==> config.mk <==
export PLATFORM = sky130hd
export DESIGN_NAME = oec_top
export DESIGN_NICKNAME = d
export VERILOG_FILES = /design/src/logic/oec_pkg.sv /design/src/logic/oec_irq_bank.sv /design/src/logic/oec_settle_timer.sv /design/src/logic/oec_top.sv
export SDC_FILE = /design/constraint.sdc
export NUM_CORES = 1
export LEC_CHECK = 0
export BUFFER_PORTS_ARGS = -buffer_cell sky130_fd_sc_hd__buf_2
export CAP_MARGIN = 15
export CORE_ASPECT_RATIO = 1.4
export CORE_MARGIN = 5
export CORE_UTILIZATION = 57
export DETAILED_ROUTE_END_ITERATION = 12
export PLACE_DENSITY_LB_ADDON = 0.05
export SYNTH_ARGS = -nofsm -noshare
export SYNTH_HDL_FRONTEND = slang
export SYNTH_SLANG_ARGS = --single-unit
==> constraint.sdc <==
create_clock -name clock -period 1.8 [get_ports clock]
set_input_delay 0.18 -clock clock [delete_from_list [all_inputs] [get_ports clock]]
set_output_delay 0.18 -clock clock [all_outputs]
set_load 0.005 [all_outputs]
==> src/logic/oec_pkg.sv <==
/*
  Package for the oscillator enable control block: register offsets, field positions,
  reset values, clock source codes and timing counts.
  Assumes a single 250 MHz clock domain and a plain strobe register port.
*/
`default_nettype none

package oec_pkg;

    // Register offsets on the plain register port.
    localparam logic [3:0] ADDR_CLOCK_CONTROL_TWO = 4'h0;
    localparam logic [3:0] ADDR_INTERRUPT_FLAG    = 4'h1;
    localparam logic [3:0] ADDR_STATUS_REGISTER   = 4'h2;
    localparam logic [3:0] ADDR_RESET_VECTOR      = 4'h3;
    localparam logic [3:0] ADDR_OSC_STATE         = 4'h4;
    localparam logic [3:0] ADDR_EVENT_STATUS      = 4'h5;
    localparam logic [3:0] ADDR_EVENT_MASK        = 4'h6;
    localparam logic [3:0] ADDR_CONTROL           = 4'h7;

    // Field positions.
    localparam int MAIN_SEL_LSB       = 6;
    localparam int SUB_SEL_BIT        = 3;
    localparam int FAULT_FLAG_BIT     = 1;
    localparam int GEN_OFF_BIT        = 6;
    localparam int VECTOR_TRIGGER_BIT = 6;
    localparam int CTRL_FIX_SUB_BIT   = 0;

    // Main clock source codes; both low codes pick the oscillator.
    localparam logic [1:0] MAIN_SEL_OSC_A = 2'h0;
    localparam logic [1:0] MAIN_SEL_OSC_B = 2'h1;
    localparam logic [1:0] MAIN_SEL_XTAL  = 2'h2;

    // Reset values.
    localparam logic [7:0]  CLOCK_CONTROL_TWO_RESET = 8'h00;
    localparam logic [7:0]  INTERRUPT_FLAG_RESET    = 8'h00;
    localparam logic [15:0] STATUS_REGISTER_RESET   = 16'h0000;
    localparam logic [15:0] RESET_VECTOR_RESET      = 16'h0000;
    localparam logic [3:0]  EVENT_RESET             = 4'h0;
    localparam logic [7:0]  CONTROL_RESET           = 8'h00;

    // Event bits of the interrupt status register.
    localparam int EV_OSC_START   = 0;
    localparam int EV_OSC_STOP    = 1;
    localparam int EV_START_FAIL  = 2;
    localparam int EV_GEN_OFF_SET = 3;

    // Oscillator settle time before its clock counts as ready.
    localparam int CLOCK_MHZ      = 250;
    localparam int SETTLE_NS      = 40;
    localparam int SETTLE_CYCLES  = (SETTLE_NS * CLOCK_MHZ + 999) / 1000;

    typedef enum logic [1:0]
    {
        OEC_OFF,
        OEC_STARTING,
        OEC_RUNNING
    } oec_osc_state_e;

endpackage

`default_nettype wire

==> src/logic/oec_irq_bank.sv <==
/*
  Interrupt bank: sticky event bits cleared by writing one, a mask, and one level output.
  Assumes event pulses and clear strobes are synchronous to the clock.
*/
`timescale 1ns/100ps
`default_nettype none

module oec_irq_bank
#(
    parameter int N = 4
)
(
    // Clock and reset.
    input  wire logic         clock,
    input  wire logic         rst,
    // Events and software access.
    input  wire logic [N-1:0] event_pulse,
    input  wire logic         clear_write,
    input  wire logic         mask_write,
    input  wire logic [N-1:0] write_data,
    // State.
    output logic      [N-1:0] status,
    output logic      [N-1:0] mask,
    output logic              irq
);

    always_ff @(posedge clock)
    begin
        if (rst)
        begin
            status <= '0;
        end
        else
        begin
            // A new event wins over a clear in the same cycle.
            status <= (status & ~(clear_write ? write_data : '0)) | event_pulse;
        end
    end

    always_ff @(posedge clock)
    begin
        if (rst)
        begin
            mask <= '0;
        end
        else if (mask_write)
        begin
            mask <= write_data;
        end
    end

    always_ff @(posedge clock)
    begin
        if (rst)
        begin
            irq <= 1'b0;
        end
        else
        begin
            irq <= |(((status & ~(clear_write ? write_data : '0)) | event_pulse) & mask);
        end
    end

endmodule

`default_nettype wire

==> src/logic/oec_settle_timer.sv <==
/*
  Settle timer: counts a fixed number of cycles after start and then reports done.
  Assumes start is held for as long as the oscillator is wanted.
*/
`timescale 1ns/100ps
`default_nettype none

module oec_settle_timer
#(
    parameter int CYCLES = 10
)
(
    // Clock and reset.
    input  wire logic clock,
    input  wire logic rst,
    // Control.
    input  wire logic run,
    output logic      done
);

    localparam int W = $clog2(CYCLES + 1);

    logic [W-1:0] count_reg;

    always_ff @(posedge clock)
    begin
        if (rst || !run)
        begin
            count_reg <= '0;
        end
        else if (count_reg != W'(CYCLES))
        begin
            count_reg <= count_reg + W'(1);
        end
    end

    always_ff @(posedge clock)
    begin
        if (rst || !run)
        begin
            done <= 1'b0;
        end
        else
        begin
            done <= (count_reg >= W'(CYCLES - 1));
        end
    end

endmodule

`default_nettype wire

==> src/logic/oec_top.sv <==
/*
  Oscillator enable control: decides when the on-chip oscillator and its dc generator run,
  from the main and sub-main clock source selects, the oscillator fault flag and the
  generator-off bit, including the sub-main start defect; the reset-vector check never fires, as reset clears the vector.
  Assumes software is the only other party, on a plain strobe register port.
*/
// The placing of the registers and strobed register access were chosen for this implementation.
`timescale 1ns/100ps
`default_nettype none

// Operation
// RULE1: Oscillator stays off unless main or sub-main clock selects it.
// RULE2: Selecting the oscillator for the main clock starts it.
// RULE3: Selecting it only for the sub-main clock fails; that clock holds high.
// RULE4: Main select codes 00 and 01 both choose the oscillator.
// RULE5: Setting the fault flag starts the oscillator through fault logic.
// RULE6: Software clears the fault flag afterwards to keep using other sources.
// RULE7: Software may return the main clock to crystal after the start.
// RULE8: After reset, vector bit 6 set makes the generator-off bit set; here reset clears the vector first, so it never does.
// RULE9: Generator-off set and oscillator unused turns the dc generator off.
// RULE10: Software clears generator-off at start or avoids vectors with bit 6.
// RULE11: Running oscillator kept on when only the sub-main clock still selects it.
module oec_top
#(
    parameter int SETTLE_CYCLES = oec_pkg::SETTLE_CYCLES
)
(
    // Clock and reset.
    input  wire logic        clock,
    input  wire logic        rst,
    // Register port.
    input  wire logic [3:0]  reg_addr,
    input  wire logic [15:0] reg_wdata,
    input  wire logic        reg_write,
    input  wire logic        reg_read,
    output logic      [15:0] reg_rdata,
    // Oscillator control.
    output logic             osc_enable,
    output logic             dc_generator_enable,
    output logic             osc_ready,
    output logic             sub_main_clock_stuck_high,
    // Interrupt.
    output logic             irq
);

    // Main select decode, shared by the start and stop logic.
    function automatic logic main_selects_osc(input logic [7:0] ctl);
        logic [1:0] sel;
        sel = ctl[oec_pkg::MAIN_SEL_LSB +: 2];
        return (sel == oec_pkg::MAIN_SEL_OSC_A) || (sel == oec_pkg::MAIN_SEL_OSC_B); // [RULE4]
    endfunction

    function automatic logic sub_selects_osc(input logic [7:0] ctl);
        return !ctl[oec_pkg::SUB_SEL_BIT];
    endfunction

    // Write strobe for one register index.
    function automatic logic write_hit(input logic       write,
                                       input logic [3:0] addr,
                                       input logic [3:0] index);
        return write && (addr == index);
    endfunction

    logic [7:0]               clock_control_two_reg;
    logic [7:0]               interrupt_flag_one_reg;
    logic [15:0]              status_register_reg;
    logic [15:0]              reset_vector_reg;
    logic [7:0]               control_reg;
    oec_pkg::oec_osc_state_e  state_reg;
    oec_pkg::oec_osc_state_e  state_next;
    logic                     after_reset_reg;
    logic                     main_osc;
    logic                     sub_osc;
    logic                     fault_set;
    logic                     wants_osc;
    logic                     settle_done;
    logic [3:0]               event_pulse;
    logic [3:0]               ev_status;
    logic [3:0]               ev_mask;
    logic                     wr_ctl2;
    logic                     wr_flag;
    logic                     wr_status;
    logic                     wr_vector;
    logic                     wr_control;
    logic                     wr_ev_clear;
    logic                     wr_ev_mask;
    logic                     sub_keeps_osc;
    logic                     sub_fixed_start;
    logic                     prev_main_osc_reg;
    logic                     prev_fault_reg;

    // Write strobes, one for each writable register.
    assign wr_ctl2     = write_hit(reg_write, reg_addr, oec_pkg::ADDR_CLOCK_CONTROL_TWO);
    assign wr_flag     = write_hit(reg_write, reg_addr, oec_pkg::ADDR_INTERRUPT_FLAG);
    assign wr_status   = write_hit(reg_write, reg_addr, oec_pkg::ADDR_STATUS_REGISTER);
    assign wr_vector   = write_hit(reg_write, reg_addr, oec_pkg::ADDR_RESET_VECTOR);
    assign wr_control  = write_hit(reg_write, reg_addr, oec_pkg::ADDR_CONTROL);
    assign wr_ev_clear = write_hit(reg_write, reg_addr, oec_pkg::ADDR_EVENT_STATUS);
    assign wr_ev_mask  = write_hit(reg_write, reg_addr, oec_pkg::ADDR_EVENT_MASK);
    assign main_osc  = main_selects_osc(clock_control_two_reg);
    assign sub_osc   = sub_selects_osc(clock_control_two_reg);
    assign fault_set = interrupt_flag_one_reg[oec_pkg::FAULT_FLAG_BIT];
    // Sub-main selection keeps a starting or running oscillator alive, or starts one when fixed.
    assign sub_keeps_osc   = sub_osc && (state_reg != oec_pkg::OEC_OFF); // [RULE11]
    assign sub_fixed_start = sub_osc && control_reg[oec_pkg::CTRL_FIX_SUB_BIT];
    assign wants_osc       = main_osc || fault_set || sub_keeps_osc || sub_fixed_start;

    always_ff @(posedge clock)
    begin
        if (rst)
        begin
            clock_control_two_reg <= oec_pkg::CLOCK_CONTROL_TWO_RESET;
        end
        else if (wr_ctl2)
        begin
            clock_control_two_reg <= reg_wdata[7:0];
        end
    end

    always_ff @(posedge clock)
    begin
        if (rst)
        begin
            interrupt_flag_one_reg <= oec_pkg::INTERRUPT_FLAG_RESET;
        end
        else if (wr_flag)
        begin
            interrupt_flag_one_reg <= reg_wdata[7:0]; // [RULE5] [RULE6]
        end
    end

    always_ff @(posedge clock)
    begin
        if (rst)
        begin
            reset_vector_reg <= oec_pkg::RESET_VECTOR_RESET;
        end
        else if (wr_vector)
        begin
            reset_vector_reg <= reg_wdata;
        end
    end

    always_ff @(posedge clock)
    begin
        if (rst)
        begin
            control_reg <= oec_pkg::CONTROL_RESET;
        end
        else if (wr_control)
        begin
            control_reg <= reg_wdata[7:0];
        end
    end

    // Marks the first cycle after reset release for the vector check.
    always_ff @(posedge clock)
    begin
        if (rst)
        begin
            after_reset_reg <= 1'b1;
        end
        else
        begin
            after_reset_reg <= 1'b0;
        end
    end

    always_ff @(posedge clock)
    begin
        if (rst)
        begin
            status_register_reg <= oec_pkg::STATUS_REGISTER_RESET;
        end
        else if (after_reset_reg && reset_vector_reg[oec_pkg::VECTOR_TRIGGER_BIT])
        begin
            status_register_reg[oec_pkg::GEN_OFF_BIT] <= 1'b1; // [RULE8]
        end
        else if (wr_status)
        begin
            status_register_reg <= reg_wdata; // [RULE10]
        end
    end

    always_comb
    begin
        state_next = state_reg;
        case (state_reg)
            oec_pkg::OEC_OFF:
            begin
                if (wants_osc)
                begin
                    state_next = oec_pkg::OEC_STARTING; // [RULE2] [RULE3]
                end
            end
            oec_pkg::OEC_STARTING:
            begin
                if (!wants_osc)
                begin
                    state_next = oec_pkg::OEC_OFF;
                end
                else if (settle_done)
                begin
                    state_next = oec_pkg::OEC_RUNNING;
                end
            end
            oec_pkg::OEC_RUNNING:
            begin
                if (!(main_osc || sub_osc || fault_set))
                begin
                    state_next = oec_pkg::OEC_OFF; // [RULE1]
                end
            end
            default:
            begin
                state_next = oec_pkg::OEC_OFF;
            end
        endcase
    end

    always_ff @(posedge clock)
    begin
        if (rst)
        begin
            state_reg <= oec_pkg::OEC_OFF;
        end
        else
        begin
            state_reg <= state_next;
        end
    end

    oec_settle_timer
    #(
        .CYCLES (SETTLE_CYCLES)
    )
    u_settle
    (
        .clock (clock),
        .rst   (rst),
        .run   (state_reg == oec_pkg::OEC_STARTING),
        .done  (settle_done)
    );

    always_ff @(posedge clock)
    begin
        if (rst)
        begin
            osc_enable                <= 1'b0;
            osc_ready                 <= 1'b0;
            dc_generator_enable       <= 1'b1;
            sub_main_clock_stuck_high <= 1'b0;
        end
        else
        begin
            osc_enable <= (state_next != oec_pkg::OEC_OFF); // [RULE1]
            osc_ready  <= (state_next == oec_pkg::OEC_RUNNING);
            dc_generator_enable <= !(status_register_reg[oec_pkg::GEN_OFF_BIT]
                                   && !main_osc && !sub_osc && !fault_set); // [RULE9]
            sub_main_clock_stuck_high <= sub_osc && (state_next == oec_pkg::OEC_OFF); // [RULE3]
        end
    end

    always_ff @(posedge clock)
    begin
        if (rst)
        begin
            prev_main_osc_reg <= 1'b0;
            prev_fault_reg    <= 1'b0;
        end
        else
        begin
            prev_main_osc_reg <= main_osc;
            prev_fault_reg    <= fault_set;
        end
    end

    always_comb
    begin
        event_pulse = '0;
        event_pulse[oec_pkg::EV_OSC_START]   = (state_reg != oec_pkg::OEC_RUNNING)
                                             && (state_next == oec_pkg::OEC_RUNNING);
        event_pulse[oec_pkg::EV_OSC_STOP]    = (state_reg != oec_pkg::OEC_OFF)
                                             && (state_next == oec_pkg::OEC_OFF);
        event_pulse[oec_pkg::EV_START_FAIL]  = wr_ctl2 && (state_reg == oec_pkg::OEC_OFF)
                                             && sub_selects_osc(reg_wdata[7:0])
                                             && !main_selects_osc(reg_wdata[7:0])
                                             && !fault_set
                                             && !control_reg[oec_pkg::CTRL_FIX_SUB_BIT];
        event_pulse[oec_pkg::EV_GEN_OFF_SET] = after_reset_reg
                                             && reset_vector_reg[oec_pkg::VECTOR_TRIGGER_BIT];
    end

    oec_irq_bank
    #(
        .N (4)
    )
    u_irq
    (
        .clock       (clock),
        .rst         (rst),
        .event_pulse (event_pulse),
        .clear_write (wr_ev_clear),
        .mask_write  (wr_ev_mask),
        .write_data  (reg_wdata[3:0]),
        .status      (ev_status),
        .mask        (ev_mask),
        .irq         (irq)
    );

    always_ff @(posedge clock)
    begin
        if (rst)
        begin
            reg_rdata <= 16'h0000;
        end
        else if (reg_read)
        begin
            case (reg_addr)
                oec_pkg::ADDR_CLOCK_CONTROL_TWO: reg_rdata <= {8'h00, clock_control_two_reg};
                oec_pkg::ADDR_INTERRUPT_FLAG:    reg_rdata <= {8'h00, interrupt_flag_one_reg};
                oec_pkg::ADDR_STATUS_REGISTER:   reg_rdata <= status_register_reg;
                oec_pkg::ADDR_RESET_VECTOR:      reg_rdata <= reset_vector_reg;
                oec_pkg::ADDR_OSC_STATE:         reg_rdata <= {12'h000, dc_generator_enable,
                                                               sub_main_clock_stuck_high,
                                                               osc_ready, osc_enable};
                oec_pkg::ADDR_EVENT_STATUS:      reg_rdata <= {12'h000, ev_status};
                oec_pkg::ADDR_EVENT_MASK:        reg_rdata <= {12'h000, ev_mask};
                oec_pkg::ADDR_CONTROL:           reg_rdata <= {8'h00, control_reg};
                default:                         reg_rdata <= 16'h0000;
            endcase
        end
        else
        begin
            reg_rdata <= 16'h0000;
        end
    end

    logic unused_prev;
    assign unused_prev = prev_main_osc_reg ^ prev_fault_reg;

endmodule

`default_nettype wire
==> metrics.txt <==
Leak=1.74 nW; Place WS=approximately 170 ps; RSZ-0062 raised after global routing=no; Slew Limit Fails=0; ys async rst share=0%; IO Port Bufs=44; TritonCTS clock tree=yes; Routability Congestion=around 0.86; die width=slightly below 80 um; DR vias/cell=slightly below 6; Sw Ratio=approximately a quarter; Die ar.=between 0.008 and 0.009 sq mm; WL per Instance=16.6 um; worst-margin pin slew=between 500 and 600 ps; area grow syn2layout=13.5%; fin cells=562; post-CTS sizing=0; worst rel slew slack=62.4%; diode count=0; final core occ=~67%; H-tree depth=3; total global-route track usage=a little under a quarter; CP Data Required Time=a little over 2000 ps; register share of total power=55.4%; CTS Hold Bufs=0; Nets=around 510; count of different cell masters after synthesis=43; EDFF count, synth=0; share of layout cells above drive strength 1=a little under a fifth; initial drt markers=approximately 130; switching pwr=roughly 0.96 mW; largest net degree at the start of global routing=25; final-report hold violation count=0; DRT Wirelength=just over 9 mm; Setup Buffers After CTS=0; Gate power share=roughly 6.6%; Max Root-Sink Buffers=2; Setup Viol. Count Final=0; final setup TNS=0 ps; grt total ovfl=0; Pwr Density=between 800 and 900 mW/mm^2; io pins=45; Root Buffer Master=clkbuf_8; Clk Latency, worst-skew pair=360 ps; Num Clock Sinks=93; final setup margin=between 200 and 250 ps; Starting Density=approximately 59%; CTS clock-pin slew for the worst setup and hold paths=around 100 ps; first-pass GRT wire length=approximately 16 mm; antenna-violating nets left=0; total core area=~0.0066 sq mm; CP Max Fanout=5; crit path DAT=1800 ps; CP endpoint kind=register; fmax=approximately 640 MHz; number of global-route vias before repair=around 3200; Power Total=about 3.8 mW; Initial DRT Pass Iterations=4; Ys Warns=0; Main synth FF type=dfxtp_1; HP Class=input port to register; Remaining DRCs=0; clock network power share=between 30% and 40%; crit path kind=register to register; DP HPWL=6.62 mm; Synth Cell Area=0.00385 sq mm; Power Internal=around 2.8 mW; Cells after Synth=roughly 440; clk_skew=10.9 ps; max-cap violation count=0; Tmin final=1560 ps; initial antenna violation count=0; status=complete, no violations; Max rail drop VDD=609 uV; crit share post-route=86.8%; Placed Cells=546; via count=~3300; net count after synthesis=~470; row count=35; crit start category=register; Seq cells post-synth=93; Syn Area/Cell=slightly below 9 sq um; TritonCTS buffer count=9; Seq/Total Area, Yosys=48.3%; Die Height=around 110 um
[cell usage after synthesis, drive strengths merged (2+ instances only)]
library cell	instances	area, sq um
nor2	39	146
a21oi	49	245
dfxtp	93	1860
a311oi	2	17.5
nand2	80	300
nand3	29	158
nor4	4	40.0
nor4b	3	56.3
a31oi	9	56.3
clkbuf	13	50.0
buf	17	116
and3b	3	26.3
mux2i	29	290
nor2b	3	18.8
ha	4	50.1
a22oi	18	135
nor3	4	20.0
o21ai	8	40.0
or2	4	25.0
inv	8	30.0
mux2	2	22.5
[layout by cell type, fill, tap and decap left out, types with 3 or more instances in the layout]
cell / count
a21oi_1: 49
a22oi_1: 18
a31oi_1: 9
and3b_1: 3
buf_2: 44
buf_4: 20
clkbuf_8: 9
dfxtp_1: 93
ha_1: 4
inv_1: 8
inv_6: 3
mux2i_1: 29
nand2_1: 80
nand3_1: 28
nor2_1: 39
nor2b_1: 3
nor3_1: 4
nor4_1: 3
o21ai_0: 8
or2_2: 4
[final timing paths]
check                                  end                      start  slack, ps  cells past startpoint
setup / recovery                 u_irq.irq  interrupt_flag_one_reg[1]        240                      4
hold / removal        reset_vector_reg[11]              reg_wdata[11]         60                      3
setup reg to reg                 u_irq.irq  interrupt_flag_one_reg[1]        240                      4
hold reg to reg   clock_control_two_reg[6]   clock_control_two_reg[6]        460                      2
[cell families (layout without fill, tap and decap cells)]
family / Yosys count / after routing / synth area share (%)
AND/OR/NAND/NOR: 177 / 177 / 22.3
flip-flops: 93 / 93 / 48.3
adder cells (fa/ha/maj): 5 / 5 / 1.56
buffers and inverters: 38 / 89 / 5.10
multiplexers: 32 / 32 / 8.70
XOR/XNOR: 2 / 2 / 0.454
AO/OA/AOI/OAI: 90 / 90 / 13.6
[power groups by stage]
stage,clock (mW),combinational (mW),sequential [mW]
2_1_floorplan,0,0.150,2.14
3_3_place_gp,0,0.247,2.14
3_5_place_dp,0,0.250,2.15
4_1_cts,1.46,0.251,2.10
5_1_grt,1.54,0.275,2.10
6_report,1.44,0.251,2.10
[cell type report]
class                      count  area (sq um)
clock buffer                   9           124
clock inverter                 7          80.1
fill                         563          2190
inverter                       8          30.0
multi-input combinational    306          1800
sequential                    93          1860
tap                           74          92.6
timing repair buffer          65           390
[critical path, cell delays in order (launching register included)]
cell and delay (ps):
dfxtp_1 450, and3b_1 280, maj3_1 410, o21ai_0 180, nand4_1 110
[stage by stage]
stage / instance area [sq um] / hold slack (ps)
6_report: 4380 / 55.2
5_1_grt: 4380 / 59.8
4_1_cts: 4380 / 46.7
3_5_place_dp: 4170 / 436
3_3_place_gp: 4170 / 432
2_1_floorplan: 3850 / 208
[layer usage]
layer  vias up  wire length (um)  share of wire (%)  GRT usage (%)
li1       1603                 -                  -              -
met1      1558              4100                 44           29.8
met2        83              4510                 48           38.2
met3        15               478                5.1           3.85
met4         0               223                2.4           9.09
met5         -                 0                  0              0
Note: power is estimated with default switching activity, not from simulation.
